==> config.mk <==
export PLATFORM = sky130hd
export DESIGN_NAME = olc_osc_ctrl
export DESIGN_NICKNAME = d
export VERILOG_FILES = /design/src/hw/olc_pkg.sv /design/src/hw/olc_osc_ctrl.sv /design/src/hw/olc_lf_div.sv /design/src/hw/olc_tmr_cap.sv
export VERILOG_INCLUDE_DIRS = /design/src /design/src/hw
export SDC_FILE = /design/constraint.sdc
export NUM_CORES = 1
export LEC_CHECK = 0
export BUFFER_PORTS_ARGS = -buffer_cell sky130_fd_sc_hd__buf_4
export CORE_MARGIN = 3
export CORE_UTILIZATION = 25
export CTS_BUF_LIST = sky130_fd_sc_hd__clkbuf_8
export CTS_CLUSTER_DIAMETER = 200
export DETAILED_ROUTE_END_ITERATION = 7
export GPL_ROUTABILITY_DRIVEN = 0
export PLACE_DENSITY = 0.5
export SKIP_CTS_REPAIR_TIMING = 1
export SLEW_MARGIN = 5
export SYNTH_ARGS = -nofsm -noshare
export SYNTH_HDL_FRONTEND = slang
export SYNTH_HIERARCHICAL = 1
export SYNTH_SLANG_ARGS = --single-unit
==> constraint.sdc <==
create_clock -name CLK_I -period 4.1 [get_ports CLK_I]
set_input_delay 0.82 -clock CLK_I [delete_from_list [all_inputs] [get_ports CLK_I]]
set_output_delay 0.82 -clock CLK_I [all_outputs]
set_load 0.1 [all_outputs]
==> src/hw/olc_defs.svh <==
`ifndef OLC_DEFS_SVH
`define OLC_DEFS_SVH

// register offsets on the special function register bus
`define OLC_ADDR_CLKSEL 8'ha9
`define OLC_ADDR_HF_CTRL 8'hb2
`define OLC_ADDR_LF_CTRL 8'he3

// field positions
`define OLC_HF_EN_BIT 7
`define OLC_HF_SUSP_BIT 5
`define OLC_HF_DIV_MSB 1
`define OLC_HF_DIV_LSB 0
`define OLC_LF_EN_BIT 7
`define OLC_LF_TRIM_MSB 5
`define OLC_LF_TRIM_LSB 2
`define OLC_LF_DIV_MSB 1
`define OLC_LF_DIV_LSB 0
`define OLC_CLKSEL_MSB 2
`define OLC_WAKE_TMR_BIT 3

// reset values and read-back fill values
`define OLC_HF_EN_RST 1'b1
`define OLC_HF_DIV_RST 2'h0
`define OLC_LF_EN_RST 1'b0
`define OLC_LF_DIV_RST 2'h0
`define OLC_LF_TRIM_RST 4'h8
`define OLC_RDATA_RST 8'h00
`define OLC_UNUSED_2B 2'h0
`define OLC_UNMAPPED 8'h00
`define OLC_CLKSEL_PAD 5'h00

// high-frequency divider codes and terminal counts
`define OLC_HF_DIV_16 2'h0
`define OLC_HF_DIV_4 2'h1
`define OLC_HF_DIV_8 2'h2
`define OLC_HF_DIV_2 2'h3
`define OLC_HF_TERM_16 4'hf
`define OLC_HF_TERM_8 4'h7
`define OLC_HF_TERM_4 4'h3
`define OLC_HF_TERM_2 4'h1

// low-frequency divider codes
`define OLC_LF_DIV_8 2'h0
`define OLC_LF_DIV_4 2'h1
`define OLC_LF_DIV_2 2'h2
`define OLC_LF_DIV_1 2'h3

// wake timer clocks that the sync flag may stay busy
`define OLC_SYNC_TICKS 2'h3

// timing
`define OLC_CLK_PERIOD_NS 10
`define OLC_HF_SETTLE_NS 100
`define OLC_LF_SETTLE_NS 1000
`define OLC_HF_SETTLE_CYC \
	((`OLC_HF_SETTLE_NS + `OLC_CLK_PERIOD_NS - 1) / `OLC_CLK_PERIOD_NS)
`define OLC_LF_SETTLE_CYC \
	((`OLC_LF_SETTLE_NS + `OLC_CLK_PERIOD_NS - 1) / `OLC_CLK_PERIOD_NS)

`endif

==> src/hw/olc_pkg.sv <==
package olc_pkg;
	typedef enum logic [2:0] {
		OLC_SRC_HF_DIV = 3'h0,
		OLC_SRC_EXT = 3'h1,
		OLC_SRC_LF = 3'h2,
		OLC_SRC_HF_DIRECT = 3'h3,
		OLC_SRC_RSV4 = 3'h4,
		OLC_SRC_LOW_POWER = 3'h5,
		OLC_SRC_RSV6 = 3'h6,
		OLC_SRC_RSV7 = 3'h7
	} olc_clksrc_t;

	typedef enum logic [1:0] {
		OLC_HF_OFF = 2'h0,
		OLC_HF_SETTLE = 2'h1,
		OLC_HF_READY = 2'h2,
		OLC_HF_SUSPEND = 2'h3
	} olc_hf_state_t;

	typedef enum logic [0:0] {
		OLC_SYNC_IDLE = 1'h0,
		OLC_SYNC_BUSY = 1'h1
	} olc_sync_state_t;
endpackage : olc_pkg

==> src/hw/olc_osc_ctrl.sv <==
`include "olc_defs.svh"
module olc_osc_ctrl #(
	parameter int TMR_W = 16,
	parameter int WAKE_W = 4,
	parameter logic [3:0] LF_TRIM_RESET = `OLC_LF_TRIM_RST
) (
	input wire logic CLK_I,
	input wire logic SYS_RST_I,
	input wire logic CE_I,
	input wire logic [7:0] SFR_ADDR_I,
	input wire logic SFR_WR_I,
	input wire logic SFR_RD_I,
	input wire logic [7:0] SFR_WDATA_I,
	output logic [7:0] SFR_RDATA_O,
	input wire logic [WAKE_W-1:0] WAKE_EVENT_I,
	input wire logic WAKE_TMR_TICK_I,
	input wire logic EXT_CLK_TICK_I,
	input wire logic LF_OSC_I,
	input wire logic TMR2_LFCAP_MODE_I,
	input wire logic TMR3_LFCAP_MODE_I,
	output logic SYSTEM_CLOCK_OUT_O,
	output logic HF_OSC_RUN_O,
	output logic LF_OSC_EN_O,
	output logic [3:0] LF_FREQ_TRIM_O,
	output logic WAKE_TIMER_SYNC_BUSY_O,
	output logic [TMR_W-1:0] TMR2_COUNT_O,
	output logic [TMR_W-1:0] TMR2_RELOAD_O,
	output logic TMR2_CAPTURE_O,
	output logic [TMR_W-1:0] TMR3_COUNT_O,
	output logic [TMR_W-1:0] TMR3_RELOAD_O,
	output logic TMR3_CAPTURE_O
);
	import olc_pkg::*;

	localparam logic [7:0] HF_LAST = 8'(`OLC_HF_SETTLE_CYC - 1);
	localparam logic [7:0] LF_LAST = 8'(`OLC_LF_SETTLE_CYC - 1);

	// register state
	logic hf_en_reg;
	logic hf_en_next;
	logic [1:0] hf_div_reg;
	logic [1:0] hf_div_next;
	olc_hf_state_t hf_state_reg;
	olc_hf_state_t hf_state_next;
	logic [7:0] hf_settle_reg;
	logic [7:0] hf_settle_next;
	logic [3:0] hf_cnt_reg;
	logic [3:0] hf_cnt_next;
	olc_sync_state_t sync_state_reg;
	olc_sync_state_t sync_state_next;
	logic [1:0] sync_cnt_reg;
	logic [1:0] sync_cnt_next;
	logic lf_en_reg;
	logic lf_en_next;
	logic [3:0] lf_trim_reg;
	logic [3:0] lf_trim_next;
	logic [1:0] lf_div_reg;
	logic [1:0] lf_div_next;
	logic lf_rdy_reg;
	logic lf_rdy_next;
	logic [7:0] lf_settle_reg;
	logic [7:0] lf_settle_next;
	olc_clksrc_t clksel_reg;
	olc_clksrc_t clksel_next;
	logic lf_div_prev_reg;
	logic system_clock_out_reg;
	logic system_clock_out_next;
	logic hf_run_reg;
	logic hf_run_next;
	logic [7:0] rdata_reg;
	logic [7:0] rdata_next;

	logic wr_hf;
	logic wr_lf;
	logic wr_sel;
	logic hf_running;
	logic hf_ready;
	logic [3:0] hf_term;
	logic hf_div_tick;
	logic lf_gated;
	logic lf_div_level;
	logic wake_any;
	logic wake_nontimer;

	// write decode on the special function register bus
	assign wr_hf = SFR_WR_I && (SFR_ADDR_I == `OLC_ADDR_HF_CTRL);
	assign wr_lf = SFR_WR_I && (SFR_ADDR_I == `OLC_ADDR_LF_CTRL);
	assign wr_sel = SFR_WR_I && (SFR_ADDR_I == `OLC_ADDR_CLKSEL);

	// wake events arrive already qualified by their own sources
	assign wake_any = |WAKE_EVENT_I;
	assign wake_nontimer = |(WAKE_EVENT_I &
		~(WAKE_W'(1) << `OLC_WAKE_TMR_BIT));

	// high-frequency oscillator: enable, settle, suspend and wake
	always_comb begin
		hf_en_next = hf_en_reg;
		hf_div_next = hf_div_reg;
		hf_state_next = hf_state_reg;
		hf_settle_next = hf_settle_reg;
		if (wr_hf) begin
			hf_en_next = SFR_WDATA_I[`OLC_HF_EN_BIT];
			hf_div_next = SFR_WDATA_I[`OLC_HF_DIV_MSB:`OLC_HF_DIV_LSB];
		end
		case (hf_state_reg)
			OLC_HF_OFF: begin
				if (hf_en_next) begin
					hf_state_next = OLC_HF_SETTLE;
					hf_settle_next = 8'h00;
				end
			end
			OLC_HF_SETTLE: begin
				if (!hf_en_next) begin
					hf_state_next = OLC_HF_OFF;
				end else if (wr_hf && SFR_WDATA_I[`OLC_HF_SUSP_BIT]) begin
					hf_state_next = OLC_HF_SUSPEND;
				end else if (hf_settle_reg == HF_LAST) begin
					hf_state_next = OLC_HF_READY;
				end else begin
					hf_settle_next = hf_settle_reg + 8'h01;
				end
			end
			OLC_HF_READY: begin
				if (!hf_en_next) begin
					hf_state_next = OLC_HF_OFF;
				end else if (wr_hf && SFR_WDATA_I[`OLC_HF_SUSP_BIT]) begin
					hf_state_next = OLC_HF_SUSPEND;
				end
			end
			OLC_HF_SUSPEND: begin
				if (!hf_en_next) begin
					hf_state_next = OLC_HF_OFF;
				end else if (wake_any) begin
					// fast wake: no settle wait after suspend
					hf_state_next = OLC_HF_READY;
				end
			end
			default: hf_state_next = OLC_HF_OFF;
		endcase
	end

	assign hf_running = (hf_state_reg == OLC_HF_SETTLE) ||
		(hf_state_reg == OLC_HF_READY);
	assign hf_ready = (hf_state_reg == OLC_HF_READY);

	// high-frequency divider; counter freezes while suspended
	always_comb begin
		case (hf_div_reg)
			`OLC_HF_DIV_16: hf_term = `OLC_HF_TERM_16;
			`OLC_HF_DIV_4: hf_term = `OLC_HF_TERM_4;
			`OLC_HF_DIV_8: hf_term = `OLC_HF_TERM_8;
			`OLC_HF_DIV_2: hf_term = `OLC_HF_TERM_2;
			default: hf_term = `OLC_HF_TERM_16;
		endcase
		hf_cnt_next = hf_cnt_reg;
		hf_div_tick = 1'b0;
		if (hf_running) begin
			if (hf_cnt_reg >= hf_term) begin
				hf_cnt_next = 4'h0;
				hf_div_tick = 1'b1;
			end else begin
				hf_cnt_next = hf_cnt_reg + 4'h1;
			end
		end
	end

	// wake timer sync flag; a non-timer wake while suspended restarts the count (set wins)
	always_comb begin
		sync_state_next = sync_state_reg;
		sync_cnt_next = sync_cnt_reg;
		if (hf_state_reg == OLC_HF_SUSPEND && hf_en_reg && wake_nontimer) begin
			sync_state_next = OLC_SYNC_BUSY;
			sync_cnt_next = 2'h0;
		end else begin
			case (sync_state_reg)
				OLC_SYNC_IDLE: sync_cnt_next = 2'h0;
				OLC_SYNC_BUSY: begin
					if (WAKE_TMR_TICK_I) begin
						if (sync_cnt_reg == `OLC_SYNC_TICKS - 2'h1) begin
							sync_state_next = OLC_SYNC_IDLE;
							sync_cnt_next = 2'h0;
						end else begin
							sync_cnt_next = sync_cnt_reg + 2'h1;
						end
					end
				end
				default: sync_state_next = OLC_SYNC_IDLE;
			endcase
		end
	end

	// low-frequency control; ready drops only on reset or divider change
	always_comb begin
		lf_en_next = lf_en_reg;
		lf_trim_next = lf_trim_reg;
		lf_div_next = lf_div_reg;
		lf_rdy_next = lf_rdy_reg;
		lf_settle_next = lf_settle_reg;
		if (wr_lf) begin
			lf_en_next = SFR_WDATA_I[`OLC_LF_EN_BIT];
			lf_trim_next =
				SFR_WDATA_I[`OLC_LF_TRIM_MSB:`OLC_LF_TRIM_LSB];
			lf_div_next = SFR_WDATA_I[`OLC_LF_DIV_MSB:`OLC_LF_DIV_LSB];
		end
		if (lf_div_next != lf_div_reg) begin
			lf_rdy_next = 1'b0;
			lf_settle_next = 8'h00;
		end else if (lf_en_reg && !lf_rdy_reg) begin
			if (lf_settle_reg == LF_LAST) begin
				lf_rdy_next = 1'b1;
			end else begin
				lf_settle_next = lf_settle_reg + 8'h01;
			end
		end
	end

	// clock select and system clock tick mux
	always_comb begin
		clksel_next = clksel_reg;
		if (wr_sel) begin
			clksel_next = olc_clksrc_t'(SFR_WDATA_I[`OLC_CLKSEL_MSB:0]);
		end
		case (clksel_reg)
			OLC_SRC_HF_DIV: system_clock_out_next = hf_div_tick;
			OLC_SRC_EXT: system_clock_out_next = EXT_CLK_TICK_I;
			OLC_SRC_LF: system_clock_out_next = lf_div_level && !lf_div_prev_reg;
			OLC_SRC_HF_DIRECT: system_clock_out_next = hf_running;
			OLC_SRC_LOW_POWER: system_clock_out_next = 1'b1;
			default: system_clock_out_next = 1'b0; // reserved codes stop the clock
		endcase
		hf_run_next = (hf_state_next == OLC_HF_SETTLE) ||
			(hf_state_next == OLC_HF_READY);
	end

	// read data is registered on the read strobe
	always_comb begin
		rdata_next = rdata_reg;
		if (SFR_RD_I) begin
			case (SFR_ADDR_I)
				`OLC_ADDR_HF_CTRL: rdata_next = {hf_en_reg, hf_ready,
					hf_state_reg == OLC_HF_SUSPEND,
					sync_state_reg == OLC_SYNC_BUSY,
					`OLC_UNUSED_2B, hf_div_reg};
				`OLC_ADDR_LF_CTRL: rdata_next = {lf_en_reg, lf_rdy_reg,
					lf_trim_reg, lf_div_reg};
				`OLC_ADDR_CLKSEL: rdata_next = {`OLC_CLKSEL_PAD, clksel_reg};
				default: rdata_next = `OLC_UNMAPPED;
			endcase
		end
	end

	// all state registers; clock enable freezes everything
	always_ff @(posedge CLK_I or posedge SYS_RST_I) begin
		if (SYS_RST_I) begin
			hf_en_reg <= `OLC_HF_EN_RST;
			hf_div_reg <= `OLC_HF_DIV_RST;
			hf_state_reg <= OLC_HF_READY;
			hf_settle_reg <= 8'h00;
			hf_cnt_reg <= 4'h0;
			sync_state_reg <= OLC_SYNC_IDLE;
			sync_cnt_reg <= 2'h0;
			lf_en_reg <= `OLC_LF_EN_RST;
			lf_trim_reg <= LF_TRIM_RESET;
			lf_div_reg <= `OLC_LF_DIV_RST;
			lf_rdy_reg <= 1'b0;
			lf_settle_reg <= 8'h00;
			clksel_reg <= OLC_SRC_HF_DIV;
			lf_div_prev_reg <= 1'b0;
			system_clock_out_reg <= 1'b0;
			hf_run_reg <= 1'b1;
			rdata_reg <= `OLC_RDATA_RST;
		end else if (CE_I) begin
			hf_en_reg <= hf_en_next;
			hf_div_reg <= hf_div_next;
			hf_state_reg <= hf_state_next;
			hf_settle_reg <= hf_settle_next;
			hf_cnt_reg <= hf_cnt_next;
			sync_state_reg <= sync_state_next;
			sync_cnt_reg <= sync_cnt_next;
			lf_en_reg <= lf_en_next;
			lf_trim_reg <= lf_trim_next;
			lf_div_reg <= lf_div_next;
			lf_rdy_reg <= lf_rdy_next;
			lf_settle_reg <= lf_settle_next;
			clksel_reg <= clksel_next;
			lf_div_prev_reg <= lf_div_level;
			system_clock_out_reg <= system_clock_out_next;
			hf_run_reg <= hf_run_next;
			rdata_reg <= rdata_next;
		end
	end

	// a disabled low-frequency oscillator shows a flat level
	assign lf_gated = LF_OSC_I && lf_en_reg;

	olc_lf_div u_lf_div (
		.clk_i(CLK_I),
		.rst_i(SYS_RST_I),
		.ce_i(CE_I),
		.lf_i(lf_gated),
		.sel_i(lf_div_reg),
		.lf_div_o(lf_div_level)
	);

	// timer 2 samples on falling, timer 3 on rising edges
	olc_tmr_cap #(
		.CNT_W(TMR_W),
		.CAPTURE_ON_RISE(1'b0)
	) u_tmr2 (
		.clk_i(CLK_I),
		.rst_i(SYS_RST_I),
		.ce_i(CE_I),
		.cap_mode_i(TMR2_LFCAP_MODE_I),
		.lf_i(lf_div_level),
		.count_o(TMR2_COUNT_O),
		.reload_o(TMR2_RELOAD_O),
		.capture_o(TMR2_CAPTURE_O)
	);

	olc_tmr_cap #(
		.CNT_W(TMR_W),
		.CAPTURE_ON_RISE(1'b1)
	) u_tmr3 (
		.clk_i(CLK_I),
		.rst_i(SYS_RST_I),
		.ce_i(CE_I),
		.cap_mode_i(TMR3_LFCAP_MODE_I),
		.lf_i(lf_div_level),
		.count_o(TMR3_COUNT_O),
		.reload_o(TMR3_RELOAD_O),
		.capture_o(TMR3_CAPTURE_O)
	);

	assign SFR_RDATA_O = rdata_reg;
	assign SYSTEM_CLOCK_OUT_O = system_clock_out_reg;
	assign HF_OSC_RUN_O = hf_run_reg;
	assign LF_OSC_EN_O = lf_en_reg;
	assign LF_FREQ_TRIM_O = lf_trim_reg;
	assign WAKE_TIMER_SYNC_BUSY_O = (sync_state_reg == OLC_SYNC_BUSY);
endmodule : olc_osc_ctrl

==> src/hw/olc_lf_div.sv <==
`include "olc_defs.svh"
module olc_lf_div (
	input wire logic clk_i,
	input wire logic rst_i,
	input wire logic ce_i,
	input wire logic lf_i,
	input wire logic [1:0] sel_i,
	output logic lf_div_o
);
	import olc_pkg::*;

	logic lf_prev_reg;
	logic lf_prev_next;
	logic [2:0] cnt_reg;
	logic [2:0] cnt_next;
	logic out_reg;
	logic out_next;

	// ripple of rising edges; each count bit halves the rate once more
	always_comb begin
		lf_prev_next = lf_i;
		cnt_next = cnt_reg;
		if (lf_i && !lf_prev_reg) begin
			cnt_next = cnt_reg + 3'h1;
		end
		case (sel_i)
			`OLC_LF_DIV_8: out_next = cnt_reg[2];
			`OLC_LF_DIV_4: out_next = cnt_reg[1];
			`OLC_LF_DIV_2: out_next = cnt_reg[0];
			`OLC_LF_DIV_1: out_next = lf_i;
			default: out_next = lf_i;
		endcase
	end

	always_ff @(posedge clk_i or posedge rst_i) begin
		if (rst_i) begin
			lf_prev_reg <= 1'b0;
			cnt_reg <= 3'h0;
			out_reg <= 1'b0;
		end else if (ce_i) begin
			lf_prev_reg <= lf_prev_next;
			cnt_reg <= cnt_next;
			out_reg <= out_next;
		end
	end

	assign lf_div_o = out_reg;
endmodule : olc_lf_div

==> src/hw/olc_tmr_cap.sv <==
`include "olc_defs.svh"
module olc_tmr_cap #(
	parameter int CNT_W = 16,
	parameter bit CAPTURE_ON_RISE = 1'b1
) (
	input wire logic clk_i,
	input wire logic rst_i,
	input wire logic ce_i,
	input wire logic cap_mode_i,
	input wire logic lf_i,
	output logic [CNT_W-1:0] count_o,
	output logic [CNT_W-1:0] reload_o,
	output logic capture_o
);
	import olc_pkg::*;

	logic [CNT_W-1:0] count_reg;
	logic [CNT_W-1:0] count_next;
	logic [CNT_W-1:0] reload_reg;
	logic [CNT_W-1:0] reload_next;
	logic cap_reg;
	logic cap_next;
	logic lf_prev_reg;
	logic edge_hit;

	// free-running count on the system clock is the known time base
	always_comb begin
		edge_hit = CAPTURE_ON_RISE ? (lf_i && !lf_prev_reg)
			: (!lf_i && lf_prev_reg);
		count_next = count_reg + {{(CNT_W-1){1'b0}}, 1'b1};
		reload_next = reload_reg;
		cap_next = 1'b0;
		if (cap_mode_i && edge_hit) begin
			reload_next = count_reg;
			cap_next = 1'b1;
		end
	end

	always_ff @(posedge clk_i or posedge rst_i) begin
		if (rst_i) begin
			count_reg <= '0;
			reload_reg <= '0;
			cap_reg <= 1'b0;
			lf_prev_reg <= 1'b0;
		end else if (ce_i) begin
			count_reg <= count_next;
			reload_reg <= reload_next;
			cap_reg <= cap_next;
			lf_prev_reg <= lf_i;
		end
	end

	assign count_o = count_reg;
	assign reload_o = reload_reg;
	assign capture_o = cap_reg;
endmodule : olc_tmr_cap

==> metrics.md <==
| Metric | Value |
|---|---|
| Layout net count | 666 |
| Post-Synthesis Cells | between 500 and 600 |
| Row count | 55 |
| Final core occ | 0.327 |
| Synthesized Nets | ~550 |
| Met2 WL | 6600 µm |
| Top sig layer | met4 |
| Area Overhead vs Synth | 27.5% |
| Sink Count | 123 |
| Initial DRC count | 215 |
| Crit path cell chain | buf_4 -> nor4bb_1 -> nand2_1 -> nor4b_1 -> and3_1 -> mux2_2 |
| Max Cap Viol | 0 |
| Worst rel slew slack | 0.277 |
| Clock Power Share | 0.234 |
| Area contributors post-synth | dfrtp_1 (51%), mux2_2 (7.7%), xor2_1 (4.2%) |
| Worst Path Buf+Inv | 1 |
| Wire per inst | 15.0 µm |
| First-pass DRT Iterations | 7 |
| Worst Clk Skew | between 15 and 20 ps |
| Post-route insts no fill | 948 |
| Via count | 4327 |
| Leak | 3.59 nW |
| Main synth FF type | dfrtp_1 |
| Clk root buf | clkbuf_8 |
| Pwr Density | 681 nW/µm² |
| Setup crit end kind | flip-flop |
| Psw | between 2 and 2.5 mW |
| CP Launch Type | input port |
| DP HPWL | 10100 µm |
| Cell Area, Synth | 5850 µm² |
| Die area | 25300 µm² |
| Initial antenna violation count | 0 |
| Max Clock Freq | 0.388 GHz |
| Max-slew violation count | 0 |
| Die Ht | 159 µm |
| Critical path data required time | 4410 ps |
| Worst VDD drop | 0.455 mV |
| Total Routing Usage GR | 0.115 |
| Post-synth top area share | 0.509 |
| Fin crit period | 2580 ps |
| H-tree depth | 4 |
| #FFs+latches synth | 123 |
| DP Worst Slack | 1150 ps |
| Vias in the first global route | around 4500 |
| Fin Hold WS | 335 ps |
| RSZ-0062 raised after global routing | false |
| Reg2Reg Setup Slack | between 1500 and 2000 ps |
| Num CTS Buffers | 17 |
| First-pass GRT wire length | 24100 µm |
| Overall Power | 5.08 mW |
| Largest area contributor in the netlist | dfrtp_1 |
| Unique masters post-synth | 60 |
| Met3 WL | 730 µm |
| Core area | between 20000 and 25000 µm² |
| Metal-1 WL | between 6000 and 7000 µm |
| Dpl cells | 916 |
| Drt total wl | 14200 µm |
| Initial Util | 0.257 |
| Antenna Cells | 0 |
| Die extent in x | 159 µm |
| Flop pwr share | 0.348 |
| Setup violations, final | 0 |
| Largest net degree at the start of global routing | 56 |
| Critical path's slowest cell | nor4b_1 |
| Worst slew pin tran | 1080 ps |
| Avg Cell Area, Syn | approximately 12 µm² |
| Final Worst Setup Slack | 1520 ps |
| Post-synth EDFFs | 0 |
| Buffers added on ports | 110 |
| IO Count | 112 |
| Run status | completed |
| Post-synth ARST share | 1.00 |
| Antenna Nets Post-Route | 0 |
| Latest clock arrival within the worst-skew pair | 430 ps |
| Count leader, synth | dfrtp_1 |
| Crit Path Category | input port to flip-flop |
| CTS tree | built |
| Reg clk slew, reported paths | 80 ps |
| Yosys warns | 6 |
| CTS max path bufs | 2 |
| DR DRC count | 0 |
| Largest stage delay on the critical path | 760 ps |
| Synth cell count leaders | dfrtp_1 (119), nand2_1 (42), mux2_2 (40), o21ai_0 (37), xor2_1 (28) |
| Final Instance Area | 7450 µm² |
| Ratio of cells with drive above 1 in the final layout | 0.351 |
| Final-layout fill cell count | 2293 |
| Final TNS setup | 0 ps |
| Final worst-path cycle share | 0.629 |
| Worst endpoint data arrival time | 2890 ps |
| Net switching share of the total power | 0.482 |
| Vias per inst | 4.56 |
| Worst-path maximum fanout | 4 |
| GRT overflow | 0 |
| CP delay by family, top | simple AND/OR/NAND/NOR gates |
| Hold Crit Class | input port to asynchronous set/reset pin |
| Cell Int Power | 2.63 mW |
| Hold Fails Final Rpt | 0 |
| Power share of the combinational group | 0.418 |
| Placed Area | 7020 µm² |
| Sequential fraction of the synthesis area | 0.527 |
kinds of logic after synthesis:
family | count (synthesis) | share of synthesized area
AO/OA/AOI/OAI | 78 | 0.0845
AND/OR/NAND/NOR | 163 | 0.169
multiplexers | 52 | 0.104
buffers and inverters | 31 | 0.0252
adder cells (fa/ha/maj) | 14 | 0.0300
XOR/XNOR | 40 | 0.0599
flip-flops | 123 | 0.527
per-layer routing:
layer | up-vias | GRT usage
met5 | - | 0
met4 | 0 | 0.0318
met3 | 7 | 0.0359
met2 | 115 | 0.185
met1 | 2153 | 0.151
li1 | 2052 | -
final timing paths:
kind / cells past startpoint / endpoint / from
max in group asynchronous: 2 / clksel_reg[0]$_DFFE_PP0P_ / SYS_RST_I
setup / recovery: 6 / clksel_reg[0]$_DFFE_PP0P_ / SFR_ADDR_I[2]
setup reg to reg: 8 / HF_OSC_RUN_O$_DFFE_PP1P_ / hf_settle_reg[1]$_DFFE_PP0P_
hold / removal: 2 / u_lf_div/lf_div_o$_DFFE_PP0P_ / SYS_RST_I
hold reg to reg: 2 / u_tmr2/reload_o[6]$_DFFE_PP0P_ / u_tmr2/reload_o[6]$_DFFE_PP0P_
min in group CLK_I: 2 / u_tmr2/reload_o[6]$_DFFE_PP0P_ / u_tmr2/reload_o[6]$_DFFE_PP0P_
cell type report:
cell class	instances	area (µm²)	area share
repair buffers	115	863	0.116
flip-flops and latches	123	3080	0.414
inverters	18	67.6	0.00906
clock buffers	18	248	0.0332
multi-input cells	347	2620	0.351
well taps	313	392	0.0525
clock inverters	14	185	0.0248
power by group through the flow:
| stage | Clock, mW | Sequential, mW | Combinational (mW) |
|---|---|---|---|
| after floorplan | 0 | 2.88 | 0.540 |
| final | 1.19 | 1.77 | 2.12 |
| after detailed placement | 0 | 1.79 | 2.14 |
| after global routing | 1.30 | 1.81 | 2.24 |
| after CTS | 1.24 | 1.77 | 2.14 |
| after global placement | 0 | 1.78 | 2.11 |
cell usage in the layout (no fill, tap or decap), drive strengths merged, types with 6 or more instances in the layout:
master / Yosys / routed
ha: 14 / 14
nand4: 18 / 18
a31oi: 6 / 6
xor2: 28 / 28
mux2: 49 / 49
nand2: 42 / 42
nor3: 13 / 13
o21ai: 39 / 39
a21oi: 6 / 6
and3: 7 / 7
nor2: 23 / 23
buf: 8 / 115
inv: 18 / 23
xnor2: 12 / 12
dfrtp: 119 / 119
and2: 8 / 8
nand3: 20 / 20
o31ai: 7 / 7
nor4: 12 / 12
clkbuf: 5 / 18
Note: power is estimated with default switching activity, not from simulation.
